$ cat config.mk
export PLATFORM = sky130hd
export DESIGN_NAME = sbus_timing
export DESIGN_NICKNAME = d
export VERILOG_FILES = /design/src/hdl/sbus_timing_pkg.sv /design/src/hdl/sbus_timing.sv
export SDC_FILE = /design/constraint.sdc
export NUM_CORES = 1
export LEC_CHECK = 0
export BUFFER_PORTS_ARGS = -buffer_cell sky130_fd_sc_hd__buf_2
export CORE_ASPECT_RATIO = 0.8
export CORE_MARGIN = 2
export CORE_UTILIZATION = 45
export DETAILED_ROUTE_END_ITERATION = 12
export GPL_ROUTABILITY_DRIVEN = 0
export PLACE_DENSITY = 0.65
export SLEW_MARGIN = 20
export SYNTH_ARGS = -nofsm -noshare
export SYNTH_HDL_FRONTEND = slang
export SYNTH_SLANG_ARGS = --single-unit
$ cat constraint.sdc
create_clock -name core_clk -period 3.9 [get_ports core_clk]
set_input_delay 0.39 -clock core_clk [delete_from_list [all_inputs] [get_ports core_clk]]
set_output_delay 0.39 -clock core_clk [all_outputs]
set_load 0.05 [all_outputs]
$ cat src/hdl/sbus_timing_pkg.sv
// Package of constants and carriers for the serial bus timing and configuration block
package sbus_timing_pkg;

    // Special function register address of the configuration register
    localparam logic [7:0] CFG_ADDR       = 8'hc1;
    localparam logic [7:0] CFG_RESET      = 8'h00;

    // Field positions inside the configuration register
    localparam int         BIT_ENABLE     = 7;
    localparam int         BIT_INHIBIT    = 6;
    localparam int         BIT_BUSY       = 5;
    localparam int         BIT_HOLD_EXT   = 4;
    localparam int         BIT_LOW_TO_EN  = 3;
    localparam int         BIT_FREE_TO_EN = 2;
    localparam int         BIT_CS_HI      = 1;
    localparam int         BIT_CS_LO      = 0;

    // Clock source encodings
    localparam logic [1:0] CS_TIMER0      = 2'h0;
    localparam logic [1:0] CS_TIMER1      = 2'h1;
    localparam logic [1:0] CS_TIMER2_HI   = 2'h2;
    localparam logic [1:0] CS_TIMER2_LO   = 2'h3;

    // SDA timing counts in system clocks
    localparam logic [3:0] SETUP_EXT_CLKS = 4'hb;
    localparam logic [3:0] HOLD_EXT_CLKS  = 4'hc;
    localparam logic [3:0] HOLD_STD_CLKS  = 4'h3;
    localparam logic [3:0] SETUP_STD_CLKS = 4'h1;
    // Free timeout: more than this many clock-source periods
    localparam logic [3:0] FREE_PERIODS   = 4'ha;
    // High phase lasts two overflow periods, low one
    localparam logic [1:0] HIGH_PERIODS   = 2'h2;
    localparam logic [1:0] LOW_PERIODS    = 2'h1;

    // Configuration register fields
    typedef struct packed {
        logic       enable;
        logic       inhibit;
        logic       busy;
        logic       hold_ext;
        logic       low_to_en;
        logic       free_to_en;
        logic [1:0] clk_src;
    } cfg_t;

    // Register access port of the special function register bus
    typedef struct packed {
        logic [7:0] addr;
        logic       wr;
        logic [7:0] wdata;
    } sfr_req_t;

    typedef enum logic [1:0] {
        ST_IDLE,
        ST_LOW,
        ST_HIGH
    } scl_state_t;

endpackage : sbus_timing_pkg

$ cat src/hdl/sbus_timing.sv
// Clock timing, SDA setup/hold, timeouts and configuration of the serial bus
// Summary of operation
// - As master with a free SCL the bit rate is about the source overflow rate over three.
// - A master SCL low phase ends before its minimum overflow count only when enable is cleared; a high phase ends early when another device pulls SCL low.
// - Without extension SDA setup is about Tlow less four clocks and hold is three clocks.
// - With extension SDA is stable eleven clocks before SCL rises and twelve after it falls.
// - Setup counts SDA stable before SCL rises and hold counts SDA stable after SCL falls.
// - With low timeout enabled the timeout timer reloads while SCL is high and counts when low.
// - With free timeout enabled the bus is free after both lines stay high over ten periods.
// - The master follows the real SCL level so stretching and contention are tolerated.
// - The configuration register holds enable, inhibit, busy, extension, timeouts, source.
// - The source field picks timer 0, timer 1, timer 2 high or timer 2 low overflow.
// - Minimum SCL low lasts one and maximum high two overflow periods of the selected source.
// - A pending master start is issued right after the free timeout expires.
`timescale 1ns/1ps
module sbus_timing
    import sbus_timing_pkg::*;
(
    input  wire logic       core_clk,
    input  wire logic       rstn,
    input  wire sfr_req_t   sfr_req,
    output logic [7:0]      sfr_rdata,
    input  wire logic [3:0] timer_ovf,
    input  wire logic       scl_in,
    input  wire logic       sda_in,
    input  wire logic       master_active,
    input  wire logic       start_pending,
    input  wire logic       sda_next,
    input  wire logic       transfer_end,
    output logic            scl_out,
    output logic            scl_oe,
    output logic            sda_out,
    output logic            sda_oe,
    output logic            timeout_reload,
    output logic            start_go,
    output logic            slave_inhibit,
    output logic            interface_enable_bit
);

    // Complete block state in one record
    typedef struct packed {
        cfg_t        cfg;
        logic [1:0]  scl_sy;
        logic [1:0]  sda_sy;
        scl_state_t  st;
        logic [1:0]  ovf_cnt;
        logic [3:0]  free_cnt;
        logic [3:0]  hold_cnt;
        logic [3:0]  setup_cnt;
        logic        sda_q;
        logic        sda_pend;
        logic        scl_prev;
        logic [7:0]  rdata;
        logic        scl_drv_low;
        logic        sda_drv_low;
        logic        reload;
        logic        start;
    } state_t;

    state_t s_q;
    state_t s_d;
    logic   ovf;
    logic   scl_s;
    logic   sda_s;

    function automatic logic pick_ovf(input logic [1:0] cs, input logic [3:0] ov);
        pick_ovf = ov[cs];
    endfunction : pick_ovf

    assign ovf   = pick_ovf(s_q.cfg.clk_src, timer_ovf);
    assign scl_s = s_q.scl_sy[1];
    assign sda_s = s_q.sda_sy[1];

    // Next state of the whole block
    always_comb begin
        s_d        = s_q;
        s_d.start  = 1'b0;
        // Pins pass two flops before use
        s_d.scl_sy = {s_q.scl_sy[0], scl_in};
        s_d.sda_sy = {s_q.sda_sy[0], sda_in};
        s_d.scl_prev = scl_s;

        if (sfr_req.wr && sfr_req.addr == CFG_ADDR) begin
            s_d.cfg.enable     = sfr_req.wdata[BIT_ENABLE];
            s_d.cfg.inhibit    = sfr_req.wdata[BIT_INHIBIT];
            s_d.cfg.hold_ext   = sfr_req.wdata[BIT_HOLD_EXT];
            s_d.cfg.low_to_en  = sfr_req.wdata[BIT_LOW_TO_EN];
            s_d.cfg.free_to_en = sfr_req.wdata[BIT_FREE_TO_EN];
            s_d.cfg.clk_src    = sfr_req.wdata[BIT_CS_HI:BIT_CS_LO];
        end
        s_d.rdata = (sfr_req.addr == CFG_ADDR) ? s_q.cfg : 8'h00;

        // Busy while a transfer runs; set wins over clear
        if (master_active || (scl_s == 1'b0))
            s_d.cfg.busy = 1'b1;
        else if (transfer_end)
            s_d.cfg.busy = 1'b0;

        // free timeout counts source periods with both lines high
        if (!(scl_s && sda_s) || !s_q.cfg.free_to_en) begin
            s_d.free_cnt = 4'h0;
        end else if (ovf && s_q.free_cnt <= FREE_PERIODS) begin
            s_d.free_cnt = s_q.free_cnt + 4'h1;
        end
        if (s_q.cfg.free_to_en && ovf && s_q.free_cnt == FREE_PERIODS && scl_s && sda_s) begin
            // Timeout clears busy, but a running master keeps it set
            s_d.cfg.busy = master_active;
            s_d.start    = start_pending && s_q.cfg.enable;
        end

        // timeout timer reloads while SCL high
        s_d.reload = s_q.cfg.low_to_en && scl_s;

        // master SCL generation tracking real SCL
        case (s_q.st)
            ST_IDLE: begin
                s_d.ovf_cnt     = 2'h0;
                s_d.scl_drv_low = 1'b0;
                if (master_active && s_q.cfg.enable) begin
                    s_d.st          = ST_LOW;
                    s_d.scl_drv_low = 1'b1;
                end
            end
            ST_LOW: begin
                // Saturate so a long stretch cannot wrap below the minimum
                if (ovf && s_q.ovf_cnt != 2'h3)
                    s_d.ovf_cnt = s_q.ovf_cnt + 2'h1;
                // release only once setup is met
                if ((s_q.ovf_cnt >= LOW_PERIODS) && !s_q.sda_pend &&
                    s_q.setup_cnt >= (s_q.cfg.hold_ext ? SETUP_EXT_CLKS : SETUP_STD_CLKS)) begin
                    s_d.scl_drv_low = 1'b0;
                    // wait for real SCL high before timing high phase
                    if (scl_s) begin
                        s_d.st      = ST_HIGH;
                        s_d.ovf_cnt = 2'h0;
                    end
                end
            end
            ST_HIGH: begin
                // Saturating overflow count of the high phase
                if (ovf && s_q.ovf_cnt != 2'h3)
                    s_d.ovf_cnt = s_q.ovf_cnt + 2'h1;
                if (!master_active || !s_q.cfg.enable) begin
                    s_d.st = ST_IDLE;
                end else if (!scl_s) begin
                    // another device pulled SCL low: follow it
                    s_d.st          = ST_LOW;
                    s_d.ovf_cnt     = 2'h0;
                    s_d.scl_drv_low = 1'b1;
                end else if (s_q.ovf_cnt >= HIGH_PERIODS) begin
                    s_d.st          = ST_LOW;
                    s_d.ovf_cnt     = 2'h0;
                    s_d.scl_drv_low = 1'b1;
                end
            end
            default: s_d.st = ST_IDLE;
        endcase

        // hold counter restarts on SCL falling edge
        if (s_q.scl_prev && !scl_s)
            s_d.hold_cnt = 4'h0;
        else if (s_q.hold_cnt != 4'hf)
            s_d.hold_cnt = s_q.hold_cnt + 4'h1;

        // SDA changes only after the hold time passes
        // Moves only while we still pull SCL low: once released, a change eats setup
        // The SCL fall cycle is skipped since the hold count restarts there
        // An idle master may move SDA at once: start and stop belong to the shifter
        if (sda_next != s_q.sda_q)
            s_d.sda_pend = 1'b1;
        if (s_q.sda_pend && (
            (s_q.st == ST_IDLE && !master_active) ||
            (s_q.scl_drv_low && !scl_s && !s_q.scl_prev &&
             s_q.hold_cnt >= (s_q.cfg.hold_ext ? HOLD_EXT_CLKS : HOLD_STD_CLKS)))) begin
            s_d.sda_q     = sda_next;
            s_d.sda_pend  = 1'b0;
            s_d.setup_cnt = 4'h0;
        end else if (s_q.setup_cnt != 4'hf) begin
            s_d.setup_cnt = s_q.setup_cnt + 4'h1;
        end

        if (!s_q.cfg.enable) begin
            s_d.st          = ST_IDLE;
            s_d.scl_drv_low = 1'b0;
        end

        // Registered so the SDA enable comes straight from a flop
        s_d.sda_drv_low = !s_d.sda_q && s_d.cfg.enable;
    end

    // Single state register
    always_ff @(posedge core_clk or negedge rstn) begin
        if (!rstn) begin
            s_q       <= '0;
            s_q.sda_q <= 1'b1;
            s_q.setup_cnt <= 4'hf;
            s_q.hold_cnt  <= 4'hf;
            // Synchronisers start at the pulled-up idle level; a low start
            // would look like a bus falling edge and set busy after reset
            s_q.scl_sy    <= 2'h3;
            s_q.sda_sy    <= 2'h3;
            s_q.scl_prev  <= 1'b1;
        end else begin
            s_q <= s_d;
        end
    end

    // Outputs straight from state flops, scl_out and sda_out tied low; open drain drives low only
    assign sfr_rdata            = s_q.rdata;
    assign scl_out              = 1'b0;
    assign scl_oe               = s_q.scl_drv_low;
    assign sda_out              = 1'b0;
    assign sda_oe               = s_q.sda_drv_low;
    assign timeout_reload       = s_q.reload;
    assign start_go             = s_q.start;
    assign slave_inhibit        = s_q.cfg.inhibit;
    assign interface_enable_bit = s_q.cfg.enable;

endmodule : sbus_timing

# Yosys cells after proc, flatten, opt, wreduce, memory -nomap -nowiden
# Index checks and enable logic that the tools add are counted.
# W data, S select, Z words.
[op_classes]
n_addsub = 4
mul = 0
div = 0
n_lt_le_gt_ge = 6
n_eq_ne = 15
shift = 0
n_mux = 36
bitwise = 1
reduce_logical = 41
[ops]
columns = ["op", "count"]
rows = [
  ["$mux W4", 12],
  ["$logic_and A1 B1 Y1", 20],
  ["$mux W2", 7],
  ["$add A4 B1 Y4 const B", 3],
  ["$mux W1", 12],
  ["$ne A3 B3 Y1 const B", 4],
  ["$ne A4 B4 Y1 const B", 3],
  ["$pmux W2 S3", 2],
  ["$eq A8 B8 Y1 const B", 1],
  ["$ge A4 B4 Y1", 2],
  ["$logic_not A1 Y1", 8],
  ["$mux W8", 1],
  ["$reduce_and A4 Y1", 2],
  ["$reduce_bool A2 Y1", 4],
  ["$reduce_bool A3 Y1", 2],
  ["$ne A5 B5 Y1 const B", 1],
  ["$eq A4 B4 Y1 const B", 1],
  ["$le A4 B4 Y1 const B", 1],
  ["$logic_or A1 B1 Y1", 4],
  ["$ne A4 B1 Y1 const B", 1],
  ["$lt A2 B3 Y1 const B", 1],
  ["$pmux W1 S3", 1],
  ["$add A2 B1 Y2 const B", 1],
  ["$bmux W1 S2", 1],
  ["other kinds (8)", 8],
]
[totals]
ff_bits = 43
latchBits = 0
ramBits = 0
romBits = 0
inputBits = 29
output_inout_bits = 16
word_cells = 125
memories = 0

# Depth between registers and ports, before layout
# Gate-level depths: netlist (run 1).
[logic_depth]
word_depth = 9
mapped_depth = 6
ltp_nobuf = 6

# Worst setup path before layout (run 1)
# OpenSTA, ideal clock, no wires.
[synth_path]
path_type = "reg2reg"
from = "register s_q[16] (netlist bit)"
to = "register s_q[27] (netlist bit)"
setup_ns = 0.087
t_arrival_ns = 1.747
t_required_ns = 3.813
slack_ns = 2.066
stages_incl_launch_ff = 6
n_path_buf = 0
synth_period_minus_slack_ns = 1.834
path_cell_list = "dfstp_2 -> ha_1 -> a211o_1 -> a221oi_1 -> o21ai_0 -> a22oi_1"
[synth_between]
elab_chain_len = 4
[synth_rtl]
columns = ["item", "line_no", "rtl"]
rows = [
  ["from (decl)", "sbus_timing.sv:60", "state_t s_q;"],
  ["$ge A4 B4 Y1", "sbus_timing.sv:130", "s_q.setup_cnt >= (s_q.cfg.hold_ext ? SETUP_EXT_CLKS : SETUP_STD_CLKS)) begin"],
  ["$logic_and A1 B1 Y1", "sbus_timing.sv:129", "if ((s_q.ovf_cnt >= LOW_PERIODS) && !s_q.sda_pend &&"],
  ["$mux W4", "sbus_timing.sv:129", ""],
  ["$pmux W2 S3", "sbus_timing.sv:115", "case (s_q.st)"],
]
# No other way between the ends. The select of a mux whose other input is x is not followed.
# A chain may end at the register's enable or synchronous reset.

# Worst setup path after layout (run 1)
[layout_path]
from = "register s_q[39] (netlist bit)"
to = "register s_q[27] (netlist bit)"
[layout_between]
elab_chain_len = 5
[layout_rtl]
columns = ["item", "line_no"]
rows = [
  ["$mux W4", "sbus_timing.sv:130"],
  ["$ge A4 B4 Y1", "sbus_timing.sv:130"],
  ["$logic_and A1 B1 Y1", "sbus_timing.sv:129"],
  ["$mux W4", "sbus_timing.sv:129"],
  ["$pmux W2 S3", "sbus_timing.sv:115"],
]
# No other way between the ends. The select of a mux whose other input is x is not followed.

==> results.ini, run 1 <==
[floorplan]
die_area_um2=5678
die_y_um=67.80
die_x_um=83.75
initial_utilization=0.4626
core_um2=4950
io_pins=45
rows=23

[synth]
yosys.area.top_type=dfrtp_1
synth_cell_type_count=51
synth.ff_latch_count=43
synth_fa_ha_area_frac=0.09836
synth_top_family_by_area=simple AND/OR/NAND/NOR gates
yosysWarnings=0
yosysSeqAreaShare=0.4776
synth_compound_area_frac=0.1148
yosys-top-cells-count=dfrtp_1 (29), ha_1 (18), inv_1 (16), nor2_1 (16), dfstp_2 (14)
synth-edff-count=0
synth_top_area_frac=0.3169
postSynthAreaPerCell_um2=10.96
yosys.cell_count.top_type=dfrtp_1
synth-xor-area-share=0.01148
synthTopCellsByArea=dfrtp_1 (32%), dfstp_2 (16%), ha_1 (9.8%), mux2_2 (3.4%), buf_4 (3.3%)
synth-simple-area-share=0.1749
synthMuxAreaShare=0.05738
netlist_instances=209
syn_area_um2=2290
synthFlopType=dfrtp_1
asyncSetResetFlopFracSynth=1.000

[pwr]
combPwrFrac=0.189
power.share.switching=0.2902
ir_drop_mv=0.2849
p_sw_mw=0.3699
power.density_nw_per_um2=484.7
intPower_mw=0.9049
pwr-share-seq=0.474
power.share.clock=0.337
fin_total_pwr_mw=1.275
power_leakage_nw=1.292

[final_layout]
drive_above_1_share=0.3024
fin_area_um2=2630
syn_to_final_growth_pct=14.86
multi_input_area_um2=1054
nNetsFinal=294
n_antenna_cell=0
fillers=462
regArea_um2=1094

[clock_tree]
htreeDepth=2
clk_pin_slew_ps=90
worstSkewPairLatency_ps=310
postCtsResizedCells=0
cts.sinks=43
postCtsSetupRepairBufs=0
cts_tree=yes
cts-root-buf=clkbuf_8
numCtsBuffers=5
hold_buffers=0
clock_path_buffers=2

[sta]
post-route-min-period_ps=2077
timing.final.hold_violations=0
fin_skew_ps=6.537
drv_slew=0
fmax_ghz=0.4815
rsz0062_at_grt=no
slew_headroom=0.3760
period_share=0.5326
finalSetupViolCount=0
worstMarginPinSlew_ps=936.0
fin_setup_tns_ps=0

[global_route]
grt_use_total=0.1648
grt_max_degree=44
first_global_vias=1490
grt_pass1_wl_mm=7.100
grt_overflow=0
antenna_found_initial=0

[drt]
ant_nets=0
drc=0
detail_route.wl_per_cell_um=13.18
first_pass_iters=4
via_per_inst=5.248
drtIter0Drc=69
wl_mm=4.085
dr_total_vias=1627

[run]
maxCapViolCount=0

[critical_path]
end_kind=register
path_class=reg -> reg
worstPathRequired_ps=4130
start_kind=register
cp_max_fo=6
crit_arrival_ps=2310

[placement]
dpl_cell_area_um2=2490
port_buffers=41
hpwl_mm=3.024

[run_status]
outcome=finished, final reports clean

[min_path]
hp-class=in -> reg

-- path summary, 6_finish.rpt --
check / start / slack [ps] / to / depth (start not counted)
setup / recovery: s_q[39] / 1820 / s_q[27] / 6
max in group asynchronous: rstn / 3100 / sfr_rdata[6] / 1
hold / removal: sda_in / 170 / s_d[32] / 1
min in group asynchronous: rstn / 220 / s_q[23] / 1
setup reg to reg: s_q[39] / 1820 / s_q[27] / 6
hold reg to reg: s_d[34] / 360 / s_d[12] / 0
-- power groups by stage --
stage	Combinational (mW)	Sequential [mW]	Clock, mW
global route	0.282	0.617	0.460
floorplan	0.180	0.598	0
detailed placement	0.244	0.612	0
finish	0.241	0.604	0.430
CTS	0.246	0.603	0.443
global placement	0.231	0.609	0
-- layout make-up --
type                       instances  share of cell area
multi-input combinational        140              0.4006
sequential                        43              0.4158
timing repair buffer              41             0.07802
inverter                          16             0.02284
clock inverter                     3             0.02712
tap                               62             0.02950
clock buffer                       5             0.02617
-- cells in the final DEF (no fill, tap or decap), types with 7 or more instances in the layout --
cell type / n
buf_2: 41
dfrtp_1: 29
ha_1: 18
inv_1: 16
nor2_1: 16
dfstp_2: 14
o21ai_0: 8
nand3_1: 8
and2_1: 7
mux2_2: 7
-- state kept, by name, summed over array words and instances (netlist names) --
register and cells:
interface_enable_bit 1, s_d 3, s_q 26, scl_oe 1
sda_oe 1, sfr_rdata 8, slave_inhibit 1, start_go 1
timeout_reload 1
-- metrics by stage --
| step | util | worst slack, ps | hold slack [ps] | cells |
|---|---|---|---|---|
| 2_1_floorplan | - | 2066 | 94.41 | 210 |
| 3_3_place_gp | 0.5030 | 1838 | 345.8 | 302 |
| 5_1_grt | 0.5313 | 1616 | 150.6 | 310 |
| 3_5_place_dp | 0.5030 | 1815 | 347.8 | 302 |
| 4_1_cts | 0.5313 | 1808 | 157.0 | 310 |
| 6_report | 0.5313 | 1823 | 168.6 | 310 |
-- critical path, stage by stage, from the launching register on --
cell,delay [ps]
dfrtp_1,400
inv_1,200
ha_1,280
a211o_1,300
a221oi_1,420
o21ai_0,200
a22oi_1,200
-- routing by layer --
layer | GRT usage | share of wire
met1 | 0.2216 | 0.49
met2 | 0.2490 | 0.44
met3 | 0.06112 | 0.055
met4 | 0.05444 | 0.014
met5 | 0 | 0
-- kinds of logic after synthesis --
family          Yosys count
other cells               1
buf+inv                  27
fa+ha+maj                18
simple gates             69
xor+xnor                  3
mux                      11
compound gates           37
flops                    43
Note: power is estimated with default switching activity, not from simulation.
==> run 2: changes to the inputs <==
==> constraint.sdc (replaced) <==
create_clock -name core_clk -period 2 [get_ports core_clk]
set_input_delay 0.2 -clock core_clk [delete_from_list [all_inputs] [get_ports core_clk]]
set_output_delay 0.2 -clock core_clk [all_outputs]
set_load 0.05 [all_outputs]
==> run 2 against run 1 <==
Clock power up 37%. Setup slack worse by 1700 ps. Via count up 1.8%. Routed wire length up 9.4%. Sequential share of layout area down 1.9 points. Sequential power up 95%. Fmax up 8.4%. First-iteration DRC count up 20%. Worst hold slack worse by 52 ps. Critical endpoint unchanged. Highest routed layer unchanged.
==> results.ini, run 2 (synthesis results as in run 1) <==
[placement]
dpl_cell_area_um2=2562  ; +2.9%
port_buffers=41  ; unchanged
hpwl_mm=3.320  ; +9.8%
dpl.cell_count=310  ; +2.6%

[sta]
timing.final.hold_violations=0  ; unchanged
fmax_ghz=0.5220  ; +8.4%
drv_slew=0  ; unchanged
post-route-min-period_ps=1916  ; -161.2 ps
fin_setup_tns_ps=0  ; unchanged
period_share=0.9579  ; +0.4253
finalSetupViolCount=0  ; unchanged
worstMarginPinSlew_ps=560.8  ; -375.2 ps
slew_headroom=0.6261  ; +0.2501
fin_skew_ps=5.769  ; -0.7678 ps

[final_layout]
mostFrequentLayoutCells=buf_2 (41), dfrtp_1 (29), ha_1 (17)
top_register=s_q
final_common_cell=buf_2
drive_above_1_share=0.3525  ; +0.05007
regArea_um2=1094  ; unchanged
nNetsFinal=307  ; +4.4%
finalNonFillerCells=323  ; +4.2%
largest_register_ffs=26  ; unchanged
syn_to_final_growth_pct=20.49
fin_area_um2=2759  ; +4.9%
n_antenna_cell=0  ; unchanged
multi_input_area_um2=1106  ; +5.0%
fillers=434  ; -6.1%

[critical_path]
r2r.worst_path.cells=6  ; unchanged
crit_path_start=s_q[16]
cp_max_fo=3  ; -3
regToRegEndpoint=s_q[27]
path_class=reg -> reg
cp-endpoint=s_q[27]
end_kind=register
reg2reg_slack_ps=80  ; -1740 ps
worstPathRequired_ps=2210  ; -1920 ps
start_kind=register
crit_arrival_ps=2120  ; -190 ps
timing.rr.start=s_q[16]

[pwr]
p_sw_mw=0.7393  ; +100%
power.density_nw_per_um2=846.3  ; +75%
power.share.switching=0.3166  ; +0.02645
ir_drop_mv=0.4917  ; +73%
power_leakage_nw=1.343  ; +4.0%
intPower_mw=1.596  ; +76%
pwr-share-seq=0.506  ; +0.032
combPwrFrac=0.241  ; +0.052
power.share.clock=0.253  ; -0.084

[clock_tree]
cts-root-buf=clkbuf_8
clock_path_buffers=2  ; unchanged
cts.sinks=43  ; unchanged
numCtsBuffers=5  ; unchanged
htreeDepth=2  ; unchanged
worstSkewPairLatency_ps=290  ; -20 ps
clk_pin_slew_ps=90  ; about the same
cts_tree=yes

[floorplan]
core_um2=4950  ; unchanged
die_y_um=67.80  ; unchanged
die_area_um2=5678  ; unchanged
initial_utilization=0.4626  ; unchanged
io_pins=45  ; unchanged
die_x_um=83.75  ; unchanged
rows=23  ; unchanged

[global_route]
grt-busiest-layer=met2
grt_use_met1=0.2362  ; +0.01453
met3_usage=0.04401  ; -0.01711
grt_overflow=0  ; unchanged
antenna_found_initial=0  ; unchanged
grt_max_degree=23  ; -48%
use_met2=0.2490  ; unchanged
first_global_vias=1533  ; +2.9%
grt_pass1_wl_mm=7.251  ; +2.1%
grt_use_total=0.1670  ; +0.002195

[drt]
detail_route.wl_per_cell_um=13.84  ; +5.0%
via_per_inst=5.127  ; -2.3%
first_pass_iters=4  ; unchanged
dr_total_vias=1656  ; +1.8%
wl_mm=4.469  ; +9.4%
drtIter0Drc=83  ; +20%
drc=0  ; unchanged
ant_nets=0  ; unchanged

[run]
maxCapViolCount=0  ; unchanged

[run_status]
outcome=finished, final reports clean

[min_path]
hp-class=in -> reg

run 2: power groups by stage:
stage / Clock [mW] / Sequential [mW] / Combinational, mW
CTS: 0.616 / 1.16 / 0.516
detailed placement: 0 / 1.18 / 0.504
floorplan: 0 / 1.17 / 0.351
global placement: 0 / 1.18 / 0.485
global route: 0.658 / 1.20 / 0.631
finish: 0.591 / 1.18 / 0.563
run 2: metrics by stage:
stage | setup slack [ps] | hold WS [ps] | power, mW | util
2_1_floorplan | 165.6 | -95.59 | 1.516 | -
3_5_place_dp | 19.13 | 220.8 | 1.683 | 0.5177
6_report | 84.17 | 116.7 | 2.335 | 0.5574
3_3_place_gp | 76.10 | 216.0 | 1.663 | 0.5177
5_1_grt | -12.95 | 111.1 | 2.489 | 0.5574
4_1_cts | 39.08 | 107.1 | 2.296 | 0.5450
run 2: final cells by class:
class | count | area share
Clock buffer | 6 | 0.02993
Clock inverter | 2 | 0.005896
Inverter | 16 | 0.02177
Multi-Input combinational cell | 140 | 0.4009
Sequential cell | 43 | 0.3964
Tap cell | 62 | 0.02812
Timing Repair Buffer | 54 | 0.1170
run 2: per-layer routing:
metal  vias to the layer above  share of wire
met5                         -              0
met4                         0          0.010
met3                         5          0.044
met2                        37           0.43
met1                       780           0.52
li1                        834              -
run 2: what timing repair did:
action	in CTS	in global routing
setup endpoints to repair	1	4
hold buffers	3	0
pin swaps	0	4
buffers inserted	0	2
hold endpoints to repair	19	0
resized for setup	1	7
run 2: worst min-delay path by stage:
stage	start	end	slack (ps)	cells past startpoint
2_1_floorplan	rstn	interface_enable_bit	-100	0
3_3_place_gp	rstn	s_q[13]	220	1
3_5_place_dp	rstn	s_q[28]	220	1
4_1_cts	sda_next	sda_oe	110	2
5_1_grt	sda_next	sda_oe	110	2
6_report	sda_next	sda_oe	120	2
run 2: critical path, stage by stage (launching register included):
cell and delay [ps]:
dfstp_2 560, ha_4 200, a211o_4 360, a221oi_2 300, buf_4 160, o211ai_1 80, a22oi_1 170
